File: config.mk
export PLATFORM = sky130hd
export DESIGN_NAME = ptxeq_ctrl
export DESIGN_NICKNAME = d
export VERILOG_FILES = /design/src/rtl/ptxeq_pkg.sv /design/src/rtl/ptxeq_ctrl.sv
export VERILOG_INCLUDE_DIRS = /design/src /design/src/rtl
export SDC_FILE = /design/constraint.sdc
export NUM_CORES = 1
export LEC_CHECK = 0
export BUFFER_PORTS_ARGS = -buffer_cell sky130_fd_sc_hd__buf_2
export CAP_MARGIN = 5
export CORE_MARGIN = 5
export CORE_UTILIZATION = 44
export DETAILED_ROUTE_END_ITERATION = 7
export PLACE_DENSITY = 0.84
export SETUP_SLACK_MARGIN = 0.4
export SLEW_MARGIN = 40
export SYNTH_ARGS = -nofsm -noshare
export SYNTH_HDL_FRONTEND = slang
export SYNTH_SLANG_ARGS = --single-unit
File: constraint.sdc
create_clock -name clk_sys -period 2.4 [get_ports clk_sys]
set_input_delay 0 -clock clk_sys [delete_from_list [all_inputs] [get_ports clk_sys]]
set_output_delay 0 -clock clk_sys [all_outputs]
set_load 0.1 [all_outputs]
File: src/rtl/ptxeq_defs.svh
// Constants for the per-lane transmit equalization controller
`ifndef PTXEQ_DEFS_SVH
`define PTXEQ_DEFS_SVH

// Control input encodings
`define PTXEQ_CTRL_IDLE 2'h0
`define PTXEQ_CTRL_PRESET 2'h1
`define PTXEQ_CTRL_COEFF 2'h2
`define PTXEQ_CTRL_QUERY 2'h3

// Link rate codes; equalization acts at these rates and above
`define PTXEQ_RATE_GEN3 2'h2

// Presets
`define PTXEQ_PRESET_DEFAULT 4'h4
`define PTXEQ_PRESET_MAX 4'ha

// Static driver descriptors
`define PTXEQ_FULL_SWING 6'h18
`define PTXEQ_LOW_FREQ 6'h08

// Preset table: {pre-cursor[11:6], post-cursor[5:0]} at the full swing above
`define PTXEQ_P0 12'h006
`define PTXEQ_P1 12'h004
`define PTXEQ_P2 12'h005
`define PTXEQ_P3 12'h003
`define PTXEQ_P4 12'h000
`define PTXEQ_P5 12'h080
`define PTXEQ_P6 12'h0c0
`define PTXEQ_P7 12'h0c5
`define PTXEQ_P8 12'h0c4
`define PTXEQ_P9 12'h100
`define PTXEQ_P10 12'h008

// Register byte offsets
`define PTXEQ_REG_CTRL 4'h0
`define PTXEQ_REG_STATUS 4'h4
`define PTXEQ_REG_COEFF 4'h8

// Register fields and reset values
`define PTXEQ_CTRL_EN_BIT 0
`define PTXEQ_CTRL_EN_RST 1'b1

`endif

File: src/rtl/ptxeq_pkg.sv
// Types for the per-lane transmit equalization controller
package ptxeq_pkg;

	// Controller states, in debug code order
	typedef enum logic [2:0] {
		st_idle,
		st_preset,
		st_coeff,
		state_remap,
		state_query,
		st_done
	} ptxeq_state_t;

	// Transmit coefficient as carried on the coefficient output
	typedef struct packed {
		logic [5:0] pre;
		logic [5:0] main;
		logic [5:0] post;
	} ptxeq_coeff_t;

endpackage : ptxeq_pkg

File: src/rtl/ptxeq_ctrl.sv
// Per-lane transmit equalization controller with Avalon-MM register slave
// Behaviour
// - Control 00 idle, 01 preset, 10 custom coefficient, 11 query.
// - Preset mode applies the preset code given on the preset input.
// - Preset 0100b is the default equalization until changed.
// - Presets 0000b..1010b map to fixed cursor pairs; others are reserved.
// - Coefficient mode applies the custom coefficient from the coefficient input.
// - Custom coefficient arrives over three cycles: pre, main, then post.
// - A constant six-bit full swing value is driven out.
// - A constant six-bit low frequency value is driven out.
// - Current coefficient output: pre 17:12, main 11:6, post 5:0.
// - Completion is a one-cycle pulse per finished operation.
// - Three-bit debug state: idle, preset, coeff, remap, query, done.
// - Functions work per lane and only at Gen3 and Gen4 rates.
`timescale 1ns/1ps
`default_nettype none
`include "ptxeq_defs.svh"

module ptxeq_ctrl
	import ptxeq_pkg::*;
(
	// Clock and reset
	input wire logic clk_sys,
	input wire logic rst,
	// Equalization request from the controller
	input wire logic [1:0] txeq_ctrl,
	input wire logic [3:0] txeq_preset,
	input wire logic [5:0] txeq_coeff,
	input wire logic [1:0] link_rate,
	// Equalization results
	output ptxeq_coeff_t txeq_new_coeff,
	output logic txeq_done,
	output logic [2:0] dbg_txeq_state,
	output logic [5:0] tx_full_swing_value,
	output logic [5:0] tx_low_freq_value,
	// Avalon-MM slave
	input wire logic [3:0] avs_address,
	input wire logic avs_read,
	input wire logic avs_write,
	input wire logic [31:0] avs_writedata,
	input wire logic [3:0] avs_byteenable,
	output logic [31:0] avs_readdata,
	output logic avs_waitrequest
);

	// Preset code to coefficient; main takes what the side cursors leave
	function automatic ptxeq_coeff_t map_preset(input logic [3:0] code);
		logic [11:0] pair;
		ptxeq_coeff_t c;
		pair = `PTXEQ_P4;
		unique case (code)
			4'h0: pair = `PTXEQ_P0;
			4'h1: pair = `PTXEQ_P1;
			4'h2: pair = `PTXEQ_P2;
			4'h3: pair = `PTXEQ_P3;
			4'h4: pair = `PTXEQ_P4;
			4'h5: pair = `PTXEQ_P5;
			4'h6: pair = `PTXEQ_P6;
			4'h7: pair = `PTXEQ_P7;
			4'h8: pair = `PTXEQ_P8;
			4'h9: pair = `PTXEQ_P9;
			4'ha: pair = `PTXEQ_P10;
			default: pair = `PTXEQ_P4;
		endcase
		c.pre = pair[11:6];
		c.post = pair[5:0];
		c.main = 6'(`PTXEQ_FULL_SWING - pair[11:6] - pair[5:0]);
		return c;
	endfunction : map_preset

	// Reserved codes above the last preset
	function automatic logic preset_ok(input logic [3:0] code);
		return code <= `PTXEQ_PRESET_MAX;
	endfunction : preset_ok

	ptxeq_state_t state_r;
	ptxeq_state_t state_nxt;
	ptxeq_coeff_t coeff_r;
	logic [5:0] pre_r;
	logic [5:0] main_r;
	logic step_r;
	logic [3:0] preset_r;
	logic done_r;
	logic eq_en_r;
	logic wait_r;
	logic [31:0] rdata_r;
	logic [5:0] fs_r;
	logic [5:0] lf_r;
	logic rate_ok;
	logic bus_req;
	logic bus_commit;

	// Equalization only at Gen3/Gen4 and while software enables it
	assign rate_ok = (link_rate >= `PTXEQ_RATE_GEN3) && eq_en_r;

	// Next state
	always_comb begin
		state_nxt = state_r;
		unique case (state_r)
			st_idle: begin
				if (rate_ok) begin
					unique case (txeq_ctrl)
						`PTXEQ_CTRL_PRESET: state_nxt = st_preset;
						`PTXEQ_CTRL_COEFF: state_nxt = st_coeff;
						`PTXEQ_CTRL_QUERY: state_nxt = state_query;
						default: state_nxt = st_idle;
					endcase
				end
			end
			st_preset: state_nxt = state_remap;
			st_coeff: begin
				if (step_r) begin
					state_nxt = st_done;
				end
			end
			state_remap: state_nxt = st_done;
			state_query: state_nxt = st_done;
			st_done: begin
				// Hold done until the controller drops its request
				if (txeq_ctrl == `PTXEQ_CTRL_IDLE) begin
					state_nxt = st_idle;
				end
			end
			default: state_nxt = st_idle;
		endcase
	end

	// State register
	always_ff @(posedge clk_sys or posedge rst) begin
		if (rst) begin
			state_r <= st_idle;
		end else begin
			state_r <= state_nxt;
		end
	end

	// Preset latch; reserved codes leave the last good preset in place
	always_ff @(posedge clk_sys or posedge rst) begin
		if (rst) begin
			preset_r <= `PTXEQ_PRESET_DEFAULT;
		end else if (state_r == st_preset && preset_ok(txeq_preset)) begin
			preset_r <= txeq_preset;
		end
	end

	// Three-beat custom coefficient capture: pre, main, then post
	always_ff @(posedge clk_sys or posedge rst) begin
		if (rst) begin
			pre_r <= 6'h00;
			main_r <= 6'h00;
			step_r <= 1'b0;
		end else if (state_r == st_idle) begin
			pre_r <= txeq_coeff;
			step_r <= 1'b0;
		end else if (state_r == st_coeff && !step_r) begin
			main_r <= txeq_coeff;
			step_r <= 1'b1;
		end
	end

	// Applied coefficient; the custom one lands whole on the post beat
	always_ff @(posedge clk_sys or posedge rst) begin
		if (rst) begin
			coeff_r <= map_preset(`PTXEQ_PRESET_DEFAULT);
		end else if (state_r == state_remap) begin
			coeff_r <= map_preset(preset_r);
		end else if (state_r == st_coeff && step_r) begin
			coeff_r <= '{pre: pre_r, main: main_r, post: txeq_coeff};
		end
	end

	// One-cycle completion on entry to done
	always_ff @(posedge clk_sys or posedge rst) begin
		if (rst) begin
			done_r <= 1'b0;
		end else begin
			done_r <= (state_nxt == st_done) && (state_r != st_done);
		end
	end

	// Static driver descriptors, held in flops so outputs stay registered
	always_ff @(posedge clk_sys or posedge rst) begin
		if (rst) begin
			fs_r <= `PTXEQ_FULL_SWING;
			lf_r <= `PTXEQ_LOW_FREQ;
		end else begin
			fs_r <= `PTXEQ_FULL_SWING;
			lf_r <= `PTXEQ_LOW_FREQ;
		end
	end

	// Bus slave: one wait cycle, then answer; idle waitrequest stays high
	assign bus_req = avs_read || avs_write;
	assign bus_commit = bus_req && !wait_r;

	always_ff @(posedge clk_sys or posedge rst) begin
		if (rst) begin
			wait_r <= 1'b1;
		end else begin
			wait_r <= !(bus_req && wait_r);
		end
	end

	// Read data, captured in the cycle waitrequest drops
	always_ff @(posedge clk_sys or posedge rst) begin
		if (rst) begin
			rdata_r <= 32'h0000_0000;
		end else if (bus_req && wait_r && avs_read) begin
			unique case (avs_address)
				`PTXEQ_REG_CTRL: rdata_r <= {31'h0000_0000, eq_en_r};
				`PTXEQ_REG_STATUS: rdata_r <= {24'h00_0000, preset_r, 1'b0, state_r};
				`PTXEQ_REG_COEFF: rdata_r <= {14'h0000, coeff_r};
				default: rdata_r <= 32'h0000_0000;
			endcase
		end
	end

	// Enable write; a disable takes effect at the next idle, not mid-operation
	always_ff @(posedge clk_sys or posedge rst) begin
		if (rst) begin
			eq_en_r <= `PTXEQ_CTRL_EN_RST;
		end else if (bus_commit && avs_write && avs_address == `PTXEQ_REG_CTRL
			&& avs_byteenable[0]) begin
			eq_en_r <= avs_writedata[`PTXEQ_CTRL_EN_BIT];
		end
	end

	// Outputs
	assign txeq_new_coeff = coeff_r;
	assign txeq_done = done_r;
	assign dbg_txeq_state = state_r;
	assign tx_full_swing_value = fs_r;
	assign tx_low_freq_value = lf_r;
	assign avs_readdata = rdata_r;
	assign avs_waitrequest = wait_r;

	// Checks
	a_done_single: assert property (@(posedge clk_sys) disable iff (rst)
		txeq_done |=> !txeq_done)
		else $error("completion pulse longer than one cycle");

	a_preset_path: assert property (@(posedge clk_sys) disable iff (rst)
		state_r == st_preset |=> state_r == state_remap ##1 state_r == st_done ##0 txeq_done)
		else $error("preset did not pass remap into done");

	a_coeff_beats: assert property (@(posedge clk_sys) disable iff (rst)
		(state_r == st_idle && rate_ok && txeq_ctrl == `PTXEQ_CTRL_COEFF)
		|=> state_r == st_coeff [*2] ##1 (state_r == st_done && txeq_done))
		else $error("custom coefficient not taken in three cycles");

	a_coeff_value: assert property (@(posedge clk_sys) disable iff (rst)
		(state_r == st_coeff && step_r)
		|=> txeq_new_coeff == {$past(pre_r), $past(main_r), $past(txeq_coeff)})
		else $error("custom coefficient applied wrongly");

	a_preset_map: assert property (@(posedge clk_sys) disable iff (rst)
		(state_r == st_preset && !preset_ok(txeq_preset)) |=> $stable(preset_r))
		else $error("reserved preset changed the setting");

	a_query_keep: assert property (@(posedge clk_sys) disable iff (rst)
		state_r == state_query |=> $stable(txeq_new_coeff) && txeq_done)
		else $error("query altered coefficient or missed done");

	a_rate_gate: assert property (@(posedge clk_sys) disable iff (rst)
		(state_r == st_idle && link_rate < `PTXEQ_RATE_GEN3) |=> state_r == st_idle)
		else $error("equalization started below Gen3");

	a_static_fs: assert property (@(posedge clk_sys) disable iff (rst)
		tx_full_swing_value == `PTXEQ_FULL_SWING && tx_low_freq_value == `PTXEQ_LOW_FREQ)
		else $error("driver descriptors not constant");

	a_main_sum: assert property (@(posedge clk_sys) disable iff (rst)
		state_r == state_remap |=> txeq_new_coeff.pre + txeq_new_coeff.main
		+ txeq_new_coeff.post == 8'(`PTXEQ_FULL_SWING))
		else $error("preset cursors do not sum to full swing");

	a_debug_done: assert property (@(posedge clk_sys) disable iff (rst)
		txeq_done |-> dbg_txeq_state == 3'h5)
		else $error("debug state not done at completion");

	// The applied setting may only move when an operation completes
	a_coeff_hold: assert property (@(posedge clk_sys) disable iff (rst)
		!$stable(txeq_new_coeff) |-> txeq_done)
		else $error("coefficient changed outside a completion");

	a_done_wait: assert property (@(posedge clk_sys) disable iff (rst)
		(state_r == st_done && txeq_ctrl != `PTXEQ_CTRL_IDLE) |=> state_r == st_done)
		else $error("left done before the request was dropped");

	a_query_entry: assert property (@(posedge clk_sys) disable iff (rst)
		(state_r == st_idle && rate_ok && txeq_ctrl == `PTXEQ_CTRL_QUERY)
		|=> state_r == state_query)
		else $error("query request not decoded");

	// Software disable must hold the lane in idle
	a_en_gate: assert property (@(posedge clk_sys) disable iff (rst)
		(state_r == st_idle && !eq_en_r) |=> state_r == st_idle)
		else $error("equalization started while disabled");

	// Bus answers in one cycle, never a second low cycle
	a_bus_wait: assert property (@(posedge clk_sys) disable iff (rst)
		!avs_waitrequest |=> avs_waitrequest)
		else $error("waitrequest low for more than one cycle");

endmodule : ptxeq_ctrl

`default_nettype wire

==> flow_summary.yaml <==
power:
  power_frac_comb_pct: 55.8
  vdd_drop_max_v: 0.000781
  power.sequential.fraction_pct: 26.8
  power_switching_w: 0.00326
  pwr-share-clk_pct: 17.4
  internal_power_w: 0.00320
  swShare_pct: 50.4
  power_density_nw_per_um2: 1660
  p_leak_nw: 1.91
layout:
  seqCellArea_um2: 1490
  syn2layout_area_growth_pct: 28.7
  post-route-cell-area_um2: 3900
  drive_above_1_share_pct: 38.1
  fin_nets: 441
  n_antenna_cell: 0
  multiInputGateArea_um2: 1410
  n_fill_cell: 574
global_route:
  overflow: 0
  grt_pass1_vias: 2306
  largest_net_degree_at_the_start_of_global_routing: 24
  grt_pass1_wl_um: 12000
  initial_antenna_violation_count: 0
  grt.total_usage_pct: 18.0
floorplan:
  die-area_um2: 8640
  die_w_um: 93.0
  start_util_pct: 44.8
  dieHeight_um: 93.0
  pin_count: 125
  core_area_um2: 6760
  row_count: 30
timing:
  max-slew-margin-rel_pct: 58.9
  timing.final.hold_violations: 0
  finalWorstPathRequiredPeriod_ps: 2330
  final_max_slew_viol_count: 0
  fin_worst_skew_ps: 5.47
  timing.setup.tns_ps: 0
  timing.final.crit_share_pct: 97.0
  grt_setup_unrepaired: "yes"
  setup_viol: 0
  tightestPinTransition_ps: 615
  fmax_ghz: 0.430
worst_setup_path:
  worst_ep_required_time_ps: 2680
  criticalPathCategory: "reg2reg"
  critPathLaunchType: "flip-flop"
  critical-path-top-delay-family: "adder cells"
  crit_arrival_ps: 2610
  max_stage_delay_on_crit_path_ps: 610
  timing.critical_path.fanout_max: 6
  critical_path_cell_count: 9
  cp-end-kind: "flip-flop"
  cell_with_the_largest_stage_delay_on_the_worst_path: "dfstp_2"
  crit_buf_inv: 1
  r2r.worst_path.cells: 9
  crit_path_cell_trace: "nand3b_1 -> o21ai_2 -> ha_1 -> inv_2 -> ha_4 -> fa_2 -> xnor2_2 -> nor2_1 -> a221o_1"
outcome:
  run_status: "finished clean"
clock_tree:
  cts_root_buf: "clkbuf_8"
  cts.sinks: 59
  cts_inserted_buffers: 9
  cts_max_path_buffers: 2
  cts.htree.levels: 3
  worst_setup_hold_path_clk_slew_ps: 70
  cts_tree: "yes"
  clk_latency_ps: 350
routing:
  avgViaCountPerCell: 5.42
  first_pass_iters: 6
  route.top_layer_used: "met4"
  routed-wl-met3_um: 687
  routed-via-count: 2465
  detail_route.drc_violations: 0
  drt-total-wl_um: 7730
  met2WireLength_um: 3610
  routed_met1_length_um: 3230
  antenna_left: 0
  dr.first_iter.drc_count: 206
  drt_wl_cell_um: 17.0
logic_synthesis:
  seq_area_frac_synth_pct: 48.9
  synth_top_area_share_pct: 44.6
  synthDistinctLibCells: 45
  netlist_instances: 276
  synth.ff_latch_count: 59
  ys.flop_type: "dfrtp_1"
  yosys_warnings: 0
  synth_edf_count: 0
  synth_most_common_cell: "dfrtp_1"
  synth.area.top_cells: "dfrtp_1 (45%), buf_4 (7.2%), ha_1 (5.0%)"
  netlist_area_um2: 3030
  synthArstFlopShare_pct: 100
  most_common_library_cells_after_synthesis: "dfrtp_1 (54), buf_4 (29), nand2_1 (20)"
  post-synth-top-area-cell: "dfrtp_1"
  average_cell_area_after_synthesis_um2: 11.0
placed_design:
  placed_cell_area_um2: 3350
  dp.final_hpwl_um: 5440
  port_buffers: 63
  place_congestion: 0.921
min_path:
  worstHoldPathType: "in2reg"
  worstHoldPathCells: 3
run:
  max_cap_violations: 0
## registers in the layout, summed over array words and instances (netlist names)
| signal | count |
|---|---|
| avs_readdata | 18 |
| avs_waitrequest | 1 |
| dbg_txeq_state | 3 |
| eq_en_r | 1 |
| main_r | 6 |
| pre_r | 6 |
| preset_r | 4 |
| step_r | 1 |
| txeq_done | 1 |
| txeq_new_coeff | 18 |
## worst reg2reg max path, cell delays in order, from the launching register on
cell	delay (ps)
dfstp_2	610
nand3b_1	230
o21ai_2	100
ha_1	300
inv_2	40
ha_4	150
fa_2	370
xnor2_2	130
nor2_1	70
a221o_1	260
## cell type report
type	count	area share (%)
inverter	10	1.09
multi-input combinational	194	36.2
timing repair buffer	96	15.6
sequential	59	38.1
tap	80	2.57
clock buffer	9	3.18
clock inverter	7	3.21
## layer usage
metal	vias up	global-route usage [%]
met5	-	0
met4	0	8.30
met3	15	5.47
met2	142	27.9
met1	1183	23.3
li1	1125	-
## cells by family after synthesis
logic type      share of synthesized area [%]
buf+inv                                  10.3
other cells                             0.248
xor+xnor                                0.289
fa+ha+maj                                5.62
flops                                    48.9
compound gates                           16.8
mux                                      5.49
simple gates                             12.3
## per-stage QoR
step	hold slack (ps)	total power [W]	utilization [%]	cells	setup slack, ps
CTS	44.5	0.00623	56.8	450	146
finish	55.3	0.00646	57.7	455	72.5
global placement	6.36	0.00483	49.5	411	79.4
global route	47.9	0.00678	57.7	455	5.09
detailed placement	12.9	0.00492	49.5	411	29.1
floorplan	63.0	0.00439	-	300	219
## path summary, 6_finish.rpt
| check | to | slack, ps | start |
|---|---|---|---|
| worst min register to register | avs_readdata[5] | 480 | avs_readdata[5] |
| worst max register to register | txeq_new_coeff[9] | 70 | preset_r[2] |
| min in group asynchronous | txeq_new_coeff[11] | 180 | rst |
| max in group asynchronous | preset_r[2] | 1520 | rst |
| worst max-delay path | txeq_new_coeff[9] | 70 | preset_r[2] |
| worst min-delay path | avs_readdata[15] | 60 | avs_address[0] |
## power by group through the flow
stage                     Combinational, W  Clock, W  Sequential [W]
final                              0.00360   0.00113         0.00173
after floorplan                    0.00160         0         0.00280
after CTS                          0.00339   0.00114         0.00170
after detailed placement           0.00319         0         0.00173
after global placement             0.00312         0         0.00171
after global routing               0.00382   0.00119         0.00178
## cell usage in the layout (no fill, tap or decap), types with 4 or more instances in the layout
master	synthesis	routed
mux2_2	13	13
ha_1	12	8
o21ai_0	18	17
nand3b_1	4	4
buf_4	29	15
dfrtp_1	54	51
a22oi_1	10	9
ha_4	0	4
nand2_1	20	20
conb_1	2	26
nor2_1	13	13
dlygate4sd3_1	0	17
inv_1	9	5
buf_2	3	63
clkbuf_8	0	9
a21oi_1	15	15
a22o_1	17	17
dfstp_2	5	5
## what timing repair did
item	in CTS	in global routing
setup endpoints to repair	3	3
hold buffers	17	0
endpoints found under the hold margin	43	0
gates resized for setup	6	5
gates cloned	0	0
buffers inserted	6	5
pin swaps	1	4
Power figures use the tool's default switching activity.
